### src/design/tst_pkg.sv
// constants, types and register map of the temperature trim and reset block
package tst_pkg;
  localparam logic [7:0] PTR_LOC_HI  = 8'h00;
  localparam logic [7:0] PTR_REM_HI  = 8'h01;
  localparam logic [7:0] PTR_STATUS  = 8'h02;
  localparam logic [7:0] PTR_CFG_RD  = 8'h03;
  localparam logic [7:0] PTR_CFG_WR  = 8'h09;
  localparam logic [7:0] PTR_ONESHOT = 8'h0f;
  localparam logic [7:0] PTR_REM_LO  = 8'h10;
  localparam logic [7:0] PTR_OFFS_HI = 8'h11;
  localparam logic [7:0] PTR_OFFS_LO = 8'h12;
  localparam logic [7:0] PTR_LOC_LO  = 8'h15;
  localparam logic [7:0] PTR_IDEAL   = 8'h23;
  localparam logic [7:0] PTR_MAKER   = 8'hfe;

  localparam logic [7:0] GC_RESET_CMD = 8'h06;

  localparam logic [7:0]  CFG_RST   = 8'h00;
  localparam logic [7:0]  CFG_WMASK = 8'he4;
  localparam int          CFG_STOP_BIT = 6;
  localparam int          STAT_BUSY_BIT = 7;
  localparam logic [7:0]  IDEAL_RST = 8'h00;
  localparam logic [15:0] OFFS_RST  = 16'h0000;
  localparam logic [15:0] RES_RST   = 16'h0000;
  localparam logic [7:0]  LO_MASK   = 8'hf0;

  localparam logic [12:0] ETA_BASE  = 13'h0828;
  localparam int          NUM_W     = 28;
  localparam logic [4:0]  DIV_STEPS = 5'h1c;

  localparam int CLK_MHZ = 250;
  localparam int GAP_NS  = 1000;
  localparam int GAP_CYC = (GAP_NS * CLK_MHZ) / 1000;
  localparam logic [8:0] GAP_LAST = 9'(GAP_CYC - 1);

  typedef struct packed {
    logic       en;
    logic [7:0] ptr;
    logic [7:0] data;
  } tst_wr_t;

  typedef struct packed {
    logic       en;
    logic [7:0] ptr;
  } tst_rd_t;

  typedef enum logic [4:0] {
    S_IDLE = 5'b00001,
    S_LOC  = 5'b00010,
    S_REM  = 5'b00100,
    S_CORR = 5'b01000,
    S_GAP  = 5'b10000
  } tst_state_t;
endpackage

### src/design/tst_ideal_div.sv
// remote code scaling by the ideality adjust, serial restoring divider
`timescale 1ns/1ps
module tst_ideal_div (
  input  wire logic        clk,
  input  wire logic        srst,
  input  wire logic        start,
  input  wire logic [15:0] code,
  input  wire logic [7:0]  adj,
  output logic             done,
  output logic [15:0]      result
);
  import tst_pkg::*;

  logic             busy_q, busy_d;
  logic [4:0]       cnt_q, cnt_d;
  logic [NUM_W-1:0] num_q, num_d;
  logic [NUM_W-1:0] quo_q, quo_d;
  logic [12:0]      rem_q, rem_d;
  logic [12:0]      den_q, den_d;
  logic             done_q, done_d;
  logic [15:0]      res_q, res_d;
  logic [13:0]      rem_sh;
  logic [NUM_W-1:0] quo_nx;

  // q = code * 2088 / (2088 + adj); adj is signed so the divisor stays 1960..2215
  always_comb begin
    busy_d = busy_q;
    cnt_d  = cnt_q;
    num_d  = num_q;
    quo_d  = quo_q;
    rem_d  = rem_q;
    den_d  = den_q;
    done_d = 1'b0;
    res_d  = res_q;
    rem_sh = {rem_q, num_q[NUM_W-1]};
    quo_nx = {quo_q[NUM_W-2:0], 1'b0};
    if (start && !busy_q) begin
      busy_d = 1'b1;
      cnt_d  = '0;
      rem_d  = '0;
      quo_d  = '0;
      num_d  = NUM_W'({12'h000, code} * {15'h0000, ETA_BASE});
      den_d  = ETA_BASE + {{5{adj[7]}}, adj};
    end else if (busy_q) begin
      num_d = {num_q[NUM_W-2:0], 1'b0};
      if (rem_sh >= {1'b0, den_q}) begin
        rem_d  = 13'(rem_sh - {1'b0, den_q});
        quo_nx = quo_nx | NUM_W'(1);
      end else begin
        rem_d = rem_sh[12:0];
      end
      quo_d = quo_nx;
      cnt_d = cnt_q + 5'h01;
      if (cnt_q == DIV_STEPS - 5'h01) begin
        busy_d = 1'b0;
        done_d = 1'b1;
        // a negative adjust can push the code past full scale: clamp it
        res_d  = (|quo_nx[NUM_W-1:16]) ? 16'hffff : quo_nx[15:0];
      end
    end
  end

  always_ff @(posedge clk) begin
    if (srst) begin
      busy_q <= 1'b0;
      cnt_q  <= '0;
      num_q  <= '0;
      quo_q  <= '0;
      rem_q  <= '0;
      den_q  <= '0;
      done_q <= 1'b0;
      res_q  <= RES_RST;
    end else begin
      busy_q <= busy_d;
      cnt_q  <= cnt_d;
      num_q  <= num_d;
      quo_q  <= quo_d;
      rem_q  <= rem_d;
      den_q  <= den_d;
      done_q <= done_d;
      res_q  <= res_d;
    end
  end

  assign done   = done_q;
  assign result = res_q;
endmodule

### src/design/tst_offset_add.sv
// adds the signed offset to a result code with clamping at both ends
`timescale 1ns/1ps
module tst_offset_add (
  input  wire logic [15:0] code,
  input  wire logic [15:0] offset,
  output logic [15:0]      sum
);
  logic [17:0] wide;

  // offset shares the result encoding, so it adds straight on
  always_comb begin
    wide = {2'b00, code} + {{2{offset[15]}}, offset};
    if (wide[17]) begin
      sum = 16'h0000;
    end else if (wide[16]) begin
      sum = 16'hffff;
    end else begin
      sum = wide[15:0];
    end
  end
endmodule

### src/design/tst_core.sv
// conversion sequencer, trim registers and general call reset of the sensor
`timescale 1ns/1ps
module tst_core #(
  parameter logic [7:0] MAKER_ID = 8'h5a // arbitrary value
) (
  input  wire logic             clk,
  input  wire logic             rst,
  input  wire tst_pkg::tst_wr_t wr,
  input  wire tst_pkg::tst_rd_t rd,
  output logic [7:0]            rdata,
  input  wire logic             gc_valid,
  input  wire logic [7:0]       gc_byte,
  output logic                  gc_ack,
  output logic                  adc_start,
  output logic                  adc_remote,
  output logic                  adc_abort,
  input  wire logic             adc_done,
  input  wire logic [15:0]      adc_code,
  output logic                  busy
);
  import tst_pkg::*;

  logic        srst;
  logic        soft_q, soft_d;
  tst_state_t  state_q, state_d;
  logic [8:0]  gap_q, gap_d;
  logic        start_q, start_d;
  logic        sel_q, sel_d;
  logic [7:0]  cfg_q, cfg_d;
  logic [7:0]  ideal_q, ideal_d;
  logic [15:0] offs_q, offs_d;
  logic [15:0] loc_q, loc_d;
  logic [15:0] rem_q, rem_d;
  logic [7:0]  rdata_q, rdata_d;
  logic        stop;
  logic        oneshot;
  logic        div_start;
  logic        div_done;
  logic [15:0] div_res;
  logic [15:0] rem_sum;

  assign srst    = rst | soft_q;
  assign stop    = cfg_q[CFG_STOP_BIT];
  // the trigger is a pure strobe: its data byte is never looked at
  assign oneshot = wr.en && (wr.ptr == PTR_ONESHOT);
  assign gc_ack  = gc_valid;

  // software reset is taken one cycle after the command byte, then acts
  // as a full synchronous reset for everything except itself
  always_comb begin
    soft_d = gc_valid && (gc_byte == GC_RESET_CMD);
  end

  always_ff @(posedge clk) begin
    if (rst) begin
      soft_q <= 1'b0;
    end else begin
      soft_q <= soft_d;
    end
  end

  tst_ideal_div u_div (
    .clk    (clk),
    .srst   (srst),
    .start  (div_start),
    .code   (adc_code),
    .adj    (ideal_q),
    .done   (div_done),
    .result (div_res)
  );

  tst_offset_add u_offs (
    .code   (div_res),
    .offset (offs_q),
    .sum    (rem_sum)
  );

  // sequencer
  always_comb begin
    state_d   = state_q;
    gap_d     = gap_q;
    start_d   = 1'b0;
    sel_d     = sel_q;
    div_start = 1'b0;
    loc_d     = loc_q;
    rem_d     = rem_q;
    case (state_q)
      S_IDLE: begin
        // a trigger is only honoured when fully stopped; while running it
        // is simply dropped so the schedule does not shift
        if (!stop || oneshot) begin
          start_d = 1'b1;
          sel_d   = 1'b0;
          state_d = S_LOC;
        end
      end
      S_LOC: begin
        if (adc_done) begin
          loc_d   = adc_code;
          start_d = 1'b1;
          sel_d   = 1'b1;
          state_d = S_REM;
        end
      end
      S_REM: begin
        if (adc_done) begin
          div_start = 1'b1;
          state_d   = S_CORR;
        end
      end
      S_CORR: begin
        if (div_done) begin
          rem_d = rem_sum;
          gap_d = '0;
          // once a sequence has started, stop is looked at only here, so a sequence under way always ends
          state_d = stop ? S_IDLE : S_GAP;
        end
      end
      S_GAP: begin
        gap_d = gap_q + 9'h001;
        if (gap_q == GAP_LAST) begin
          state_d = S_IDLE;
        end
      end
      default: begin
        state_d = S_IDLE;
      end
    endcase
  end

  // register file
  always_comb begin
    cfg_d   = cfg_q;
    ideal_d = ideal_q;
    offs_d  = offs_q;
    rdata_d = rdata_q;
    if (wr.en) begin
      case (wr.ptr)
        PTR_CFG_WR:  cfg_d = wr.data & CFG_WMASK;
        PTR_IDEAL:   ideal_d = wr.data;
        PTR_OFFS_HI: offs_d[15:8] = wr.data;
        PTR_OFFS_LO: offs_d[7:0] = wr.data & LO_MASK;
        default:     cfg_d = cfg_q;
      endcase
    end
    if (rd.en) begin
      case (rd.ptr)
        PTR_LOC_HI:  rdata_d = loc_q[15:8];
        PTR_LOC_LO:  rdata_d = loc_q[7:0] & LO_MASK;
        PTR_REM_HI:  rdata_d = rem_q[15:8];
        PTR_REM_LO:  rdata_d = rem_q[7:0] & LO_MASK;
        PTR_STATUS:  rdata_d = {busy, 7'h00};
        PTR_CFG_RD:  rdata_d = cfg_q;
        PTR_IDEAL:   rdata_d = ideal_q;
        PTR_OFFS_HI: rdata_d = offs_q[15:8];
        PTR_OFFS_LO: rdata_d = offs_q[7:0];
        PTR_MAKER:   rdata_d = MAKER_ID;
        default:     rdata_d = 8'h00;
      endcase
    end
  end

  // one reset path for power-on and software reset; results are reset
  // too, so an aborted conversion can never land
  always_ff @(posedge clk) begin
    if (srst) begin
      state_q <= S_IDLE;
      gap_q   <= '0;
      start_q <= 1'b0;
      sel_q   <= 1'b0;
      cfg_q   <= CFG_RST;
      ideal_q <= IDEAL_RST;
      offs_q  <= OFFS_RST;
      loc_q   <= RES_RST;
      rem_q   <= RES_RST;
      rdata_q <= 8'h00;
    end else begin
      state_q <= state_d;
      gap_q   <= gap_d;
      start_q <= start_d;
      sel_q   <= sel_d;
      cfg_q   <= cfg_d;
      ideal_q <= ideal_d;
      offs_q  <= offs_d;
      loc_q   <= loc_d;
      rem_q   <= rem_d;
      rdata_q <= rdata_d;
    end
  end

  assign rdata      = rdata_q;
  assign adc_start  = start_q;
  assign adc_remote = sel_q;
  assign adc_abort  = soft_q;
  assign busy       = (state_q != S_IDLE) && (state_q != S_GAP);

  property p_oneshot_start;
    @(posedge clk) disable iff (srst)
    (state_q == S_IDLE && stop && oneshot) |=> (adc_start && !adc_remote);
  endproperty
  a_oneshot_start: assert property (p_oneshot_start)
    else $error("trigger in shutdown did not start a local conversion");

  property p_remote_follows;
    @(posedge clk) disable iff (srst)
    (state_q == S_LOC && adc_done) |=> (adc_start && adc_remote) ##1 (state_q == S_REM);
  endproperty
  a_remote_follows: assert property (p_remote_follows)
    else $error("remote conversion did not follow the local one");

  property p_stay_shutdown;
    @(posedge clk) disable iff (srst)
    (state_q == S_CORR && div_done && stop) ##1 (!oneshot && stop)
      |=> (!adc_start && state_q == S_IDLE);
  endproperty
  a_stay_shutdown: assert property (p_stay_shutdown)
    else $error("conversion started again after the triggered cycle");

  property p_ideal_por;
    @(posedge clk)
    rst |=> (ideal_q == IDEAL_RST);
  endproperty
  a_ideal_por: assert property (p_ideal_por)
    else $error("adjust register not cleared by reset");

  property p_ideal_rw;
    @(posedge clk) disable iff (srst)
    (wr.en && wr.ptr == PTR_IDEAL) |=> (ideal_q == $past(wr.data));
  endproperty
  a_ideal_rw: assert property (p_ideal_rw)
    else $error("adjust register did not take the written value");

  property p_offset_add;
    @(posedge clk) disable iff (srst)
    (state_q == S_CORR && div_done) |=> (rem_q == $past(rem_sum));
  endproperty
  a_offset_add: assert property (p_offset_add)
    else $error("remote result not stored with the offset added");

  property p_gc_ack;
    @(posedge clk) disable iff (rst)
    gc_valid |-> gc_ack;
  endproperty
  a_gc_ack: assert property (p_gc_ack)
    else $error("general call not acknowledged");

  property p_soft_reset;
    @(posedge clk) disable iff (rst)
    (gc_valid && gc_byte == GC_RESET_CMD)
      |-> ##2 (state_q == S_IDLE && cfg_q == CFG_RST && ideal_q == IDEAL_RST
               && offs_q == OFFS_RST && rem_q == RES_RST && !adc_start);
  endproperty
  a_soft_reset: assert property (p_soft_reset)
    else $error("software reset did not restore the power-on state");

  property p_gc_other;
    @(posedge clk) disable iff (rst)
    (gc_valid && gc_byte != GC_RESET_CMD) |=> !soft_q;
  endproperty
  a_gc_other: assert property (p_gc_other)
    else $error("non-reset general call byte caused a reset");

  property p_maker_id;
    @(posedge clk) disable iff (srst)
    (rd.en && rd.ptr == PTR_MAKER) |=> (rdata == MAKER_ID);
  endproperty
  a_maker_id: assert property (p_maker_id)
    else $error("maker code read returned a wrong value");

  property p_run_ignores_trigger;
    @(posedge clk) disable iff (srst)
    (state_q == S_GAP && gap_q != GAP_LAST && oneshot) |=> (state_q == S_GAP);
  endproperty
  a_run_ignores_trigger: assert property (p_run_ignores_trigger)
    else $error("trigger write disturbed the continuous schedule");
endmodule

### config.mk
export PLATFORM = sky130hd
export DESIGN_NAME = tst_core
export DESIGN_NICKNAME = d
export VERILOG_FILES = /design/src/design/tst_pkg.sv /design/src/design/tst_ideal_div.sv /design/src/design/tst_offset_add.sv /design/src/design/tst_core.sv
export SDC_FILE = /design/constraint.sdc
export NUM_CORES = 1
export LEC_CHECK = 0
export ABC_CLOCK_PERIOD_IN_PS = 4400
export BUFFER_PORTS_ARGS = -buffer_cell sky130_fd_sc_hd__buf_2
export CORE_MARGIN = 2
export CORE_UTILIZATION = 40
export CTS_CLUSTER_SIZE = 20
export DETAILED_ROUTE_END_ITERATION = 8
export GPL_TIMING_DRIVEN = 0
export PLACE_DENSITY = 0.58
export SKIP_LAST_GASP = 1
export SLEW_MARGIN = 20
export SYNTH_ARGS = -nofsm -noshare
export SYNTH_HDL_FRONTEND = slang
export SYNTH_SLANG_ARGS = --single-unit
### constraint.sdc
create_clock -name clk -period 4.4 [get_ports clk]
set_clock_uncertainty 0.1 [all_clocks]
set_input_delay 0.22 -clock clk [delete_from_list [all_inputs] [get_ports clk]]
set_output_delay 0.22 -clock clk [all_outputs]
set_load 0.01 [all_outputs]
* Word level (Yosys, flattened, before mapping)
Index checks and enable logic that the tools add are counted.
Word-level totals: flip-flop bits (word level) 182, input bits 54
Operators by class: muxes and demuxes 30, add/subtract/negate cells 5, equal/unequal tests 29, reduce and logical (&&, ||, !) cells 24, magnitude comparators 1, $mul 1, bitwise logic cells 3
Operator list (number):
- $mux W28 | 4
- $pmux W8 S10 | 1
- $eq A8 B5 Y1 const B | 6
- $mux W16 | 3
- $mux W5 | 6
- $mul A16 B9 Y25 const B | 1
- $pmux W5 S5 | 1
- $add A17 B16 Y18 | 1
- $pmux W9 S2 | 1
- $eq A8 B2 Y1 const B | 2
- $eq A8 B4 Y1 const B | 2
- $eq A8 B6 Y1 const B | 2
- $ge A14 B13 Y1 | 1
- $reduce_and A2 Y1 | 7
- $add A12 B13 Y13 const A | 1
- $mux W13 | 1
- $sub A13 B13 Y13 | 1
- $reduce_or A12 Y1 | 1
- $eq A5 B5 Y1 const B | 2
- $mux W1 | 10
- $add A9 B1 Y9 const B | 1
- $eq A9 B8 Y1 const B | 1
- $mux W9 | 1
- $eq A8 B1 Y1 const B | 1
- 23 further kinds | 35

* Depth between registers and ports, before layout
Gate-level depths: netlist of the first run.
depth in word-level cells 6, gate-level depth with buffers 15, gate-level depth less buffers 14

* Modules after synthesis
Synthesis of the first run repeated with hierarchy kept, for this count alone.
Second synthesis, totals: cell total of the unflattened synthesis 1225, area total of the unflattened synthesis 10754.1 µm²
By module, submodules not included:
- tst_ideal_div | cells each 691, area each 6228.5 µm², instances 1
- tst_core | cells each 404, area each 3532.1 µm², instances 1
- tst_offset_add | cells each 130, area each 993.5 µm², instances 1

* Least setup slack after synthesis of the first run
OpenSTA, ideal clock, no wires.
kind input port to flip-flop, start in adc_code[9], end reg u_div.num_q[25], setup time 127 ps, stages 14, arrival 3505 ps, data required time 4173 ps, buffers on the path 0, path slack 668 ps, cells stage by stage ha_1 ha_1 ha_1 inv_1 fa_1 inv_1 ha_1 a211oi_2 o21bai_2 a2111oi_2 o22ai_2 a31oi_4 nor3_1 or3_1
Between the ends: longest elaborated chain between the ends 2
RTL lines:
- start, declared | RTL line tst_core.sv:18 | input wire logic [15:0] adc_code,
- $mul A16 B9 Y25 | RTL line tst_ideal_div.sv:42 | num_d = NUM_W'({12'h000, code} * {15'h0000, ETA_BASE});
- $mux W28 | RTL line tst_ideal_div.sv:37 | if (start && !busy_q) begin
- end signal, assigned | RTL line tst_ideal_div.sv:76 | num_q <= num_d;
- end, declared | RTL line tst_ideal_div.sv:16 | logic [NUM_W-1:0] num_q, num_d;
No other way between the ends. A chain may end at the register's enable or synchronous reset.

* Final worst setup path of the first run
Same ends and word-level chain as after synthesis.

==> impl_results.md, run 1 <==
* Crit path top cell by count: ha_1
* Worst path slowest cell: fa_1
* Clock Latency Late Sink at 0.43 ns
* Share of layout cells above drive strength 1 at 9.92%
* Sequential area share after synthesis at 33.4%
* Reg2reg path depth at 9
* Clk slew on worst S/H paths at 0.08 ns
* Via/cell ratio at 5.38
* CTS Buf Count at 17
* Max Clk Rate at 268 MHz
* EDFF count, synth at 0
* CP peak stage delay at 0.53 ns
* Synthesized cell area at 10100 um^2
* Num rows at 58
* Die W at 163 um
* PortBufs at 63
* Synthesis-to-layout area growth at 13.5%
* Leak at 4.75 nW
* CTS H-Tree Depth at 4
* Crit path depth at 15
* Max-slew violation count at 0
* WL final at 27.0 mm
* Io pins at 67
* CTS tree: built
* Top cells by count, synth: 169 x dfxtp_1, 146 x nor2_1, 116 x nand2_1
* Peak supply drop at 0.234 mV
* Sequential power share at 42.5%
* Distinct cells, synth at 83
* Post-CTS resize count at 0
* Design area at 11500 um^2
* GRT Overall Usage at 20.7%
* Final net count at 1453
* Worst Tran Pin Value at 0.960 ns
* PwrDens at 318 nW/um^2
* Clk pwr share at 40.3%
* Syn Area/Cell at 8.37 um^2
* Clock buffer depth at 2
* Vias in the first global route at 8238
* Clock Tree Root: clkbuf_16
* Drt initial violations at 725
* Comb pwr share at 17.2%
* Busiest metal layer after global routing: met2
* Post-CTS Setup Inserts at 0
* Data arrival, critical path at 3.93 ns
* Grt met3 use at 3.33%
* Minimum clock period after layout at 3.73 ns
* Antenna Cells at 0
* Met2 Usage GRT at 32.9%
* Post-Syn Nets at 1365
* Final Hold Slack at 0.0337 ns
* Max FO, Critical Path at 6
* Hold Path Depth at 3
* First-pass GRT wire length at 43.3 mm
* Cells after synthesis at 1210
* Post-synth top area cell: dfxtp_1
* Antenna viol nets, final at 0
* #FFs+latches synth at 169
* Sw frac at 30.0%
* FFs w/ async S/R, synth at 0%
* Cell Chain, Critical Path: buf_2 -> ha_1 -> ha_1 -> ha_1 -> inv_1 -> fa_1 -> inv_1 -> ha_1 -> a211oi_2 -> o21bai_2 -> a2111oi_2 -> o22ai_2 -> a31oi_4 -> nor3_1 -> or3_1
* Psw at 0.00110 W
* Initial core utilization at 40.5%
* RD Place Congestion at 0.954
* Max cap viols at 0
* Top FF cell, synth: dfxtp_1
* GRT met1 Usage at 28.7%
* DRT Pass-1 Iters at 7
* Post-CTS Hold Buffers at 6
* Initial antenna violation count at 0
* Worst setup SP type: primary input
* Die area at 26600 um^2
* Synth top area share at 33.4%
* Unrepaired setup endpoints after global routing: no
* Final period utilization at 84.8%
* Largest net degree at the start of global routing at 19
* Vias at 8826
* Worst path required time at 4.60 ns
* WP buf/inv at 3
* Most frequent cell after synthesis: dfxtp_1
* Avg WL per Cell at 16.5 um
* Post-DP HPWL at 20.7 mm
* Max_slew headroom at 35.7%
* Die height at 163 um
* Drt drc at 0
* Setup CP Type: primary input to register
* Yosys warnings at 0
* Setup crit end kind: register
* Core area at 25000 um^2
* Final Hold Viols at 0
* Synth top area cells: dfxtp_1 33%, ha_1 11%, mux2i_1 7.0%
* Setup TNS Final at 0 ns
* Endpoints failing setup at 0
* Outcome: finished, final reports clean
* Total gr overflow at 0
* Clock sink count at 169
* Hold crit path type: primary input to register
* DP Area at 10900 um^2
* Delay-heaviest family, CP: adder cells
* Int Pwr at 0.00255 W
-- through the flow --
stage	total power (W)	util, %	setup slack (ns)	instances
floorplan	0.00204	-	0.668	1210
global placement	0.00221	43.4	0.269	1603
detailed placement	0.00221	43.4	0.277	1603
CTS	0.00368	45.9	0.696	1641
global route	0.00383	45.9	0.448	1641
finish	0.00365	45.9	0.670	1641
-- cell usage in the layout, fill, tap and decap left out, drive strengths merged, types with 13 or more instances in the layout --
cell type	instances
a211oi	13
a21oi	104
a31oi	15
and3	15
buf	78
clkbuf	56
dfxtp	169
ha	89
inv	72
mux2i	71
nand2	116
nand3	23
nor2	146
nor3	15
o21ai	84
xnor2	18
xor2	17
-- state kept, by name, indices dropped and copies added, names as in the netlist --
register and cells:
u_div.num_q 25, loc_q 12, adc_abort 1, gap_q 9
cfg_q 4, ideal_q 8, u_div.done 1, offs_q 12
rdata 8, u_div.rem_q 13, state_q 5, rem_q 12
u_div.den_q 12, u_div.result 12, u_div.cnt_q 5, adc_start 1
adc_remote 1, u_div.busy_q 1, u_div.quo_q 27
-- worst register-to-register path, stage by stage, from the launching register on --
cell and delay (ns):
dfxtp_1 0.42, ha_1 0.28, a211oi_1 0.34, o21ai_1 0.11, and3_1 0.24, a221oi_1 0.44
mux2_2 0.40, buf_2 0.18, o21ai_1 0.16, a21oi_1 0.09
-- power by group through the flow --
stage / Sequential [W] / Clock (W) / Combinational (W)
4_1_cts: 0.00155 / 0.00150 / 0.000632
6_report: 0.00155 / 0.00147 / 0.000629
3_3_place_gp: 0.00159 / 0 / 0.000622
3_5_place_dp: 0.00159 / 0 / 0.000624
2_1_floorplan: 0.00158 / 0 / 0.000460
5_1_grt: 0.00155 / 0.00157 / 0.000717
-- path summary, 6_finish.rpt --
path              slack, ns              from               end
hold reg to reg        0.35  u_div.result[13]  u_div.result[13]
setup reg to reg       1.50         offs_q[5]         rem_q[15]
hold / removal         0.03       adc_code[6]          loc_q[6]
setup / recovery       0.67       adc_code[9]   u_div.num_q[25]
-- per-layer routing --
metal | up-vias | wire length (um)
met5 | - | 0
met4 | 0 | 618
met3 | 40 | 1320
met2 | 226 | 12100
met1 | 4084 | 13000
li1 | 4476 | -
-- cell type report --
type,count,area [um^2]
fillers,2512,13500
multi-input cells,920,6240
flip-flops and latches,169,3380
clock buffers,17,425
well taps,330,413
repair buffers,69,375
plain buffers,57,264
inverters,64,240
clock inverters,15,150
-- kinds of logic after synthesis --
| kind of cell | share of synthesized area (%) |
|---|---|
| simple gates | 18.3 |
| xor+xnor | 3.03 |
| mux | 7.79 |
| flops | 33.4 |
| compound gates | 19.1 |
| buf+inv | 4.98 |
| fa+ha+maj | 13.4 |
No activity file was read; power rests on OpenSTA's default activity.
==> run 2, diff against run 1 <==
--- a/config.mk
+++ b/config.mk
@@ -5,7 +5,7 @@
 export SDC_FILE = /design/constraint.sdc
 export NUM_CORES = 1
 export LEC_CHECK = 0
-export ABC_CLOCK_PERIOD_IN_PS = 4400
+export ABC_CLOCK_PERIOD_IN_PS = 3910
 export BUFFER_PORTS_ARGS = -buffer_cell sky130_fd_sc_hd__buf_2
 export CORE_MARGIN = 2
 export CORE_UTILIZATION = 40
==> constraint.sdc (replaced) <==
create_clock -name clk -period 3.91 [get_ports clk]
set_clock_uncertainty 0.1 [all_clocks]
set_input_delay 0.1955 -clock clk [delete_from_list [all_inputs] [get_ports clk]]
set_output_delay 0.1955 -clock clk [all_outputs]
set_load 0.01 [all_outputs]
==> run 2 against run 1 <==
Compared with the run above:
- largest power group unchanged
- global-route usage hardly changed
- clock-buffer cell count did not move
- non-clock buffer count increased by 1
- combinational power up 13%
- worst hold slack got worse by 0.025 ns
==> impl_results.md, run 2 (synthesis results as in run 1) <==
* Post-DP HPWL at 20.7 mm (unchanged)
* Initial core utilization at 40.5% (unchanged)
* PortBufs at 63 (unchanged)
* PwrDens at 357 nW/um^2 (+12%)
* Vias in the first global route at 8248 (+0.12%)
* Max reg flops at 27 (unchanged)
* Max Clk Rate at 269 MHz
* Die height at 163 um (unchanged)
* RR Startpoint: offs_q[4]
* Antenna viol nets, final at 0 (unchanged)
* Core area at 25000 um^2 (unchanged)
* Delay-heaviest family, CP: adder cells
* Outcome: finished, final reports clean
* WP buf/inv at 3 (unchanged)
* CP peak stage delay at 0.53 ns (about the same)
* Sequential power share at 42.5% (about the same)
* Worst setup margin at 0.193 ns (-0.477 ns)
* Crit path top cell by count: ha_1
* Clock Tree Root: clkbuf_16
* Max_slew headroom at 36.0% (+0.31 points)
* DP Area at 10900 um^2 (unchanged)
* Setup slack after placement at -0.189 ns (-0.466 ns)
* Most frequent cells in the layout: 169 x dfxtp_1, 146 x nor2_1, 116 x nand2_1
* CTS H-Tree Depth at 4 (unchanged)
* Drt drc at 0 (unchanged)
* Die area at 26600 um^2 (unchanged)
* Clk slew on worst S/H paths at 0.08 ns (about the same)
* Hold crit path type: primary input to register
* Psw at 0.00123 W (+13%)
* CTS Buf Count at 17 (unchanged)
* Num rows at 58 (unchanged)
* Share of layout cells above drive strength 1 at 9.91% (about the same)
* Max FO, Critical Path at 6 (unchanged)
* Setup TNS Final at 0 ns (unchanged)
* GRT Overall Usage at 20.7% (about the same)
* Int Pwr at 0.00288 W (+13%)
* Peak supply drop at 0.263 mV (+12%)
* Vias at 8844 (+0.20%)
* Clock sink count at 169 (unchanged)
* Leak at 4.76 nW (about the same)
* Setup CP Type: primary input to register
* Design area at 11500 um^2 (about the same)
* Placed cell count at 1603 (unchanged)
* Largest net degree at the start of global routing at 19 (unchanged)
* Unrepaired setup endpoints after global routing: no
* Worst setup SP type: primary input
* Worst Tran Pin Value at 0.955 ns (-0.00467 ns)
* Worst setup startpoint: adc_code[9]
* Synthesis-to-layout area growth at 13.6% (about the same)
* Worst path required time at 4.11 ns (-0.49 ns)
* Clock buffer depth at 2 (unchanged)
* Drt initial violations at 655 (-9.7%)
* Largest Register: u_div.quo_q
* WL final at 27.0 mm (about the same)
* Final Hold Slack at 0.00903 ns (-0.0247 ns)
* Io pins at 67 (unchanged)
* Comb pwr share at 17.3% (about the same)
* Minimum clock period after layout at 3.72 ns
* Clock Latency Late Sink at 0.43 ns (about the same)
* Setup crit end kind: register
* Final period utilization at 95.1%
* Fillers at 2512 (unchanged)
* Non-filler instance count after layout at 1642 (+0.061%)
* Antenna Cells at 0 (unchanged)
* Setup slack, reg-to-reg at 1.02 ns (-0.48 ns)
* Endpoints failing setup at 0 (unchanged)
* Die W at 163 um (unchanged)
* Biggest regs: u_div.quo_q (27), u_div.num_q (25), u_div.rem_q (13)
* Avg WL per Cell at 16.5 um (about the same)
* Leading cell type in the layout, fill and taps excluded: dfxtp_1
* Max cap viols at 0 (unchanged)
* RD Place Congestion at 0.954 (unchanged)
* Sw frac at 30.0% (about the same)
* CTS tree: built
* Initial antenna violation count at 0 (unchanged)
* Cell Chain, Critical Path: buf_2 -> ha_1 -> ha_1 -> ha_1 -> inv_1 -> fa_1 -> inv_1 -> ha_1 -> a211oi_2 -> o21bai_2 -> a2111oi_2 -> o22ai_2 -> a31oi_4 -> nor3_1 -> or3_1
* Clk pwr share at 40.3% (about the same)
* Worst path slowest cell: fa_1
* Max-slew violation count at 0 (unchanged)
* Final net count at 1454 (+0.069%)
* Data arrival, critical path at 3.92 ns (about the same)
* Final Hold Viols at 0 (unchanged)
* First-pass GRT wire length at 43.3 mm (about the same)
* Total gr overflow at 0 (unchanged)
* DRT Pass-1 Iters at 5 (-2)
* Via/cell ratio at 5.39 (+0.14%)
* Hold Path Origin: adc_code[6]
## run 2: changes by cell type in the layout (fill, tap and decap cells not counted)
cell	previous run	this run
o21ai_1	14	15
dlygate4sd3_1	6	7
o21ai_0	70	69
## run 2: metal layers
layer,GRT usage (%),routed length [um],vias to the layer above
met3,3.33,1170,42
met2,32.9,12100,228
li1,-,-,4482
met5,0,0,-
met1,28.7,13200,4092
met4,6.56,657,0
## run 2: power groups by stage
stage	combinational [W]	sequential, W	clock [W]
finish	0.000710	0.00174	0.00165
global route	0.000809	0.00175	0.00176
CTS	0.000712	0.00174	0.00169
detailed placement	0.000702	0.00178	0
global placement	0.000700	0.00178	0
floorplan	0.000518	0.00178	0
## run 2: tightest hold or removal path: stages
cell     delay (ns)
buf_2          0.15
mux2i_1        0.09
nor2_1         0.07
## run 2: path summary, 6_finish.rpt
path	end	depth (start not counted)
hold / removal	loc_q[6]	3
setup / recovery	u_div.num_q[25]	15
setup reg to reg	rem_q[13]	11
hold reg to reg	u_div.result[13]	2
## run 2: timing repair
item,4_1_cts,5_1_grt
hold buffers,7,0
setup endpoints to repair,0,1
gates resized for setup,0,1
setup buffers,0,0
hold endpoints to repair,11,0
## run 2: final cells by class
type / instances / area (um^2) / area share (%)
clock inverters: 15 / 150 / 1.31
repair buffers: 70 / 385 / 3.35
clock buffers: 17 / 425 / 3.70
flip-flops and latches: 169 / 3380 / 29.4
plain buffers: 57 / 264 / 2.29
multi-input cells: 920 / 6240 / 54.3
well taps: 330 / 413 / 3.59
inverters: 64 / 240 / 2.09
## run 2: stage by stage
step,util [%],total power [W]
after floorplan,-,0.00230
after detailed placement,43.4,0.00249
after global routing,46.0,0.00432
after CTS,46.0,0.00414
final,46.0,0.00411
after global placement,43.4,0.00248
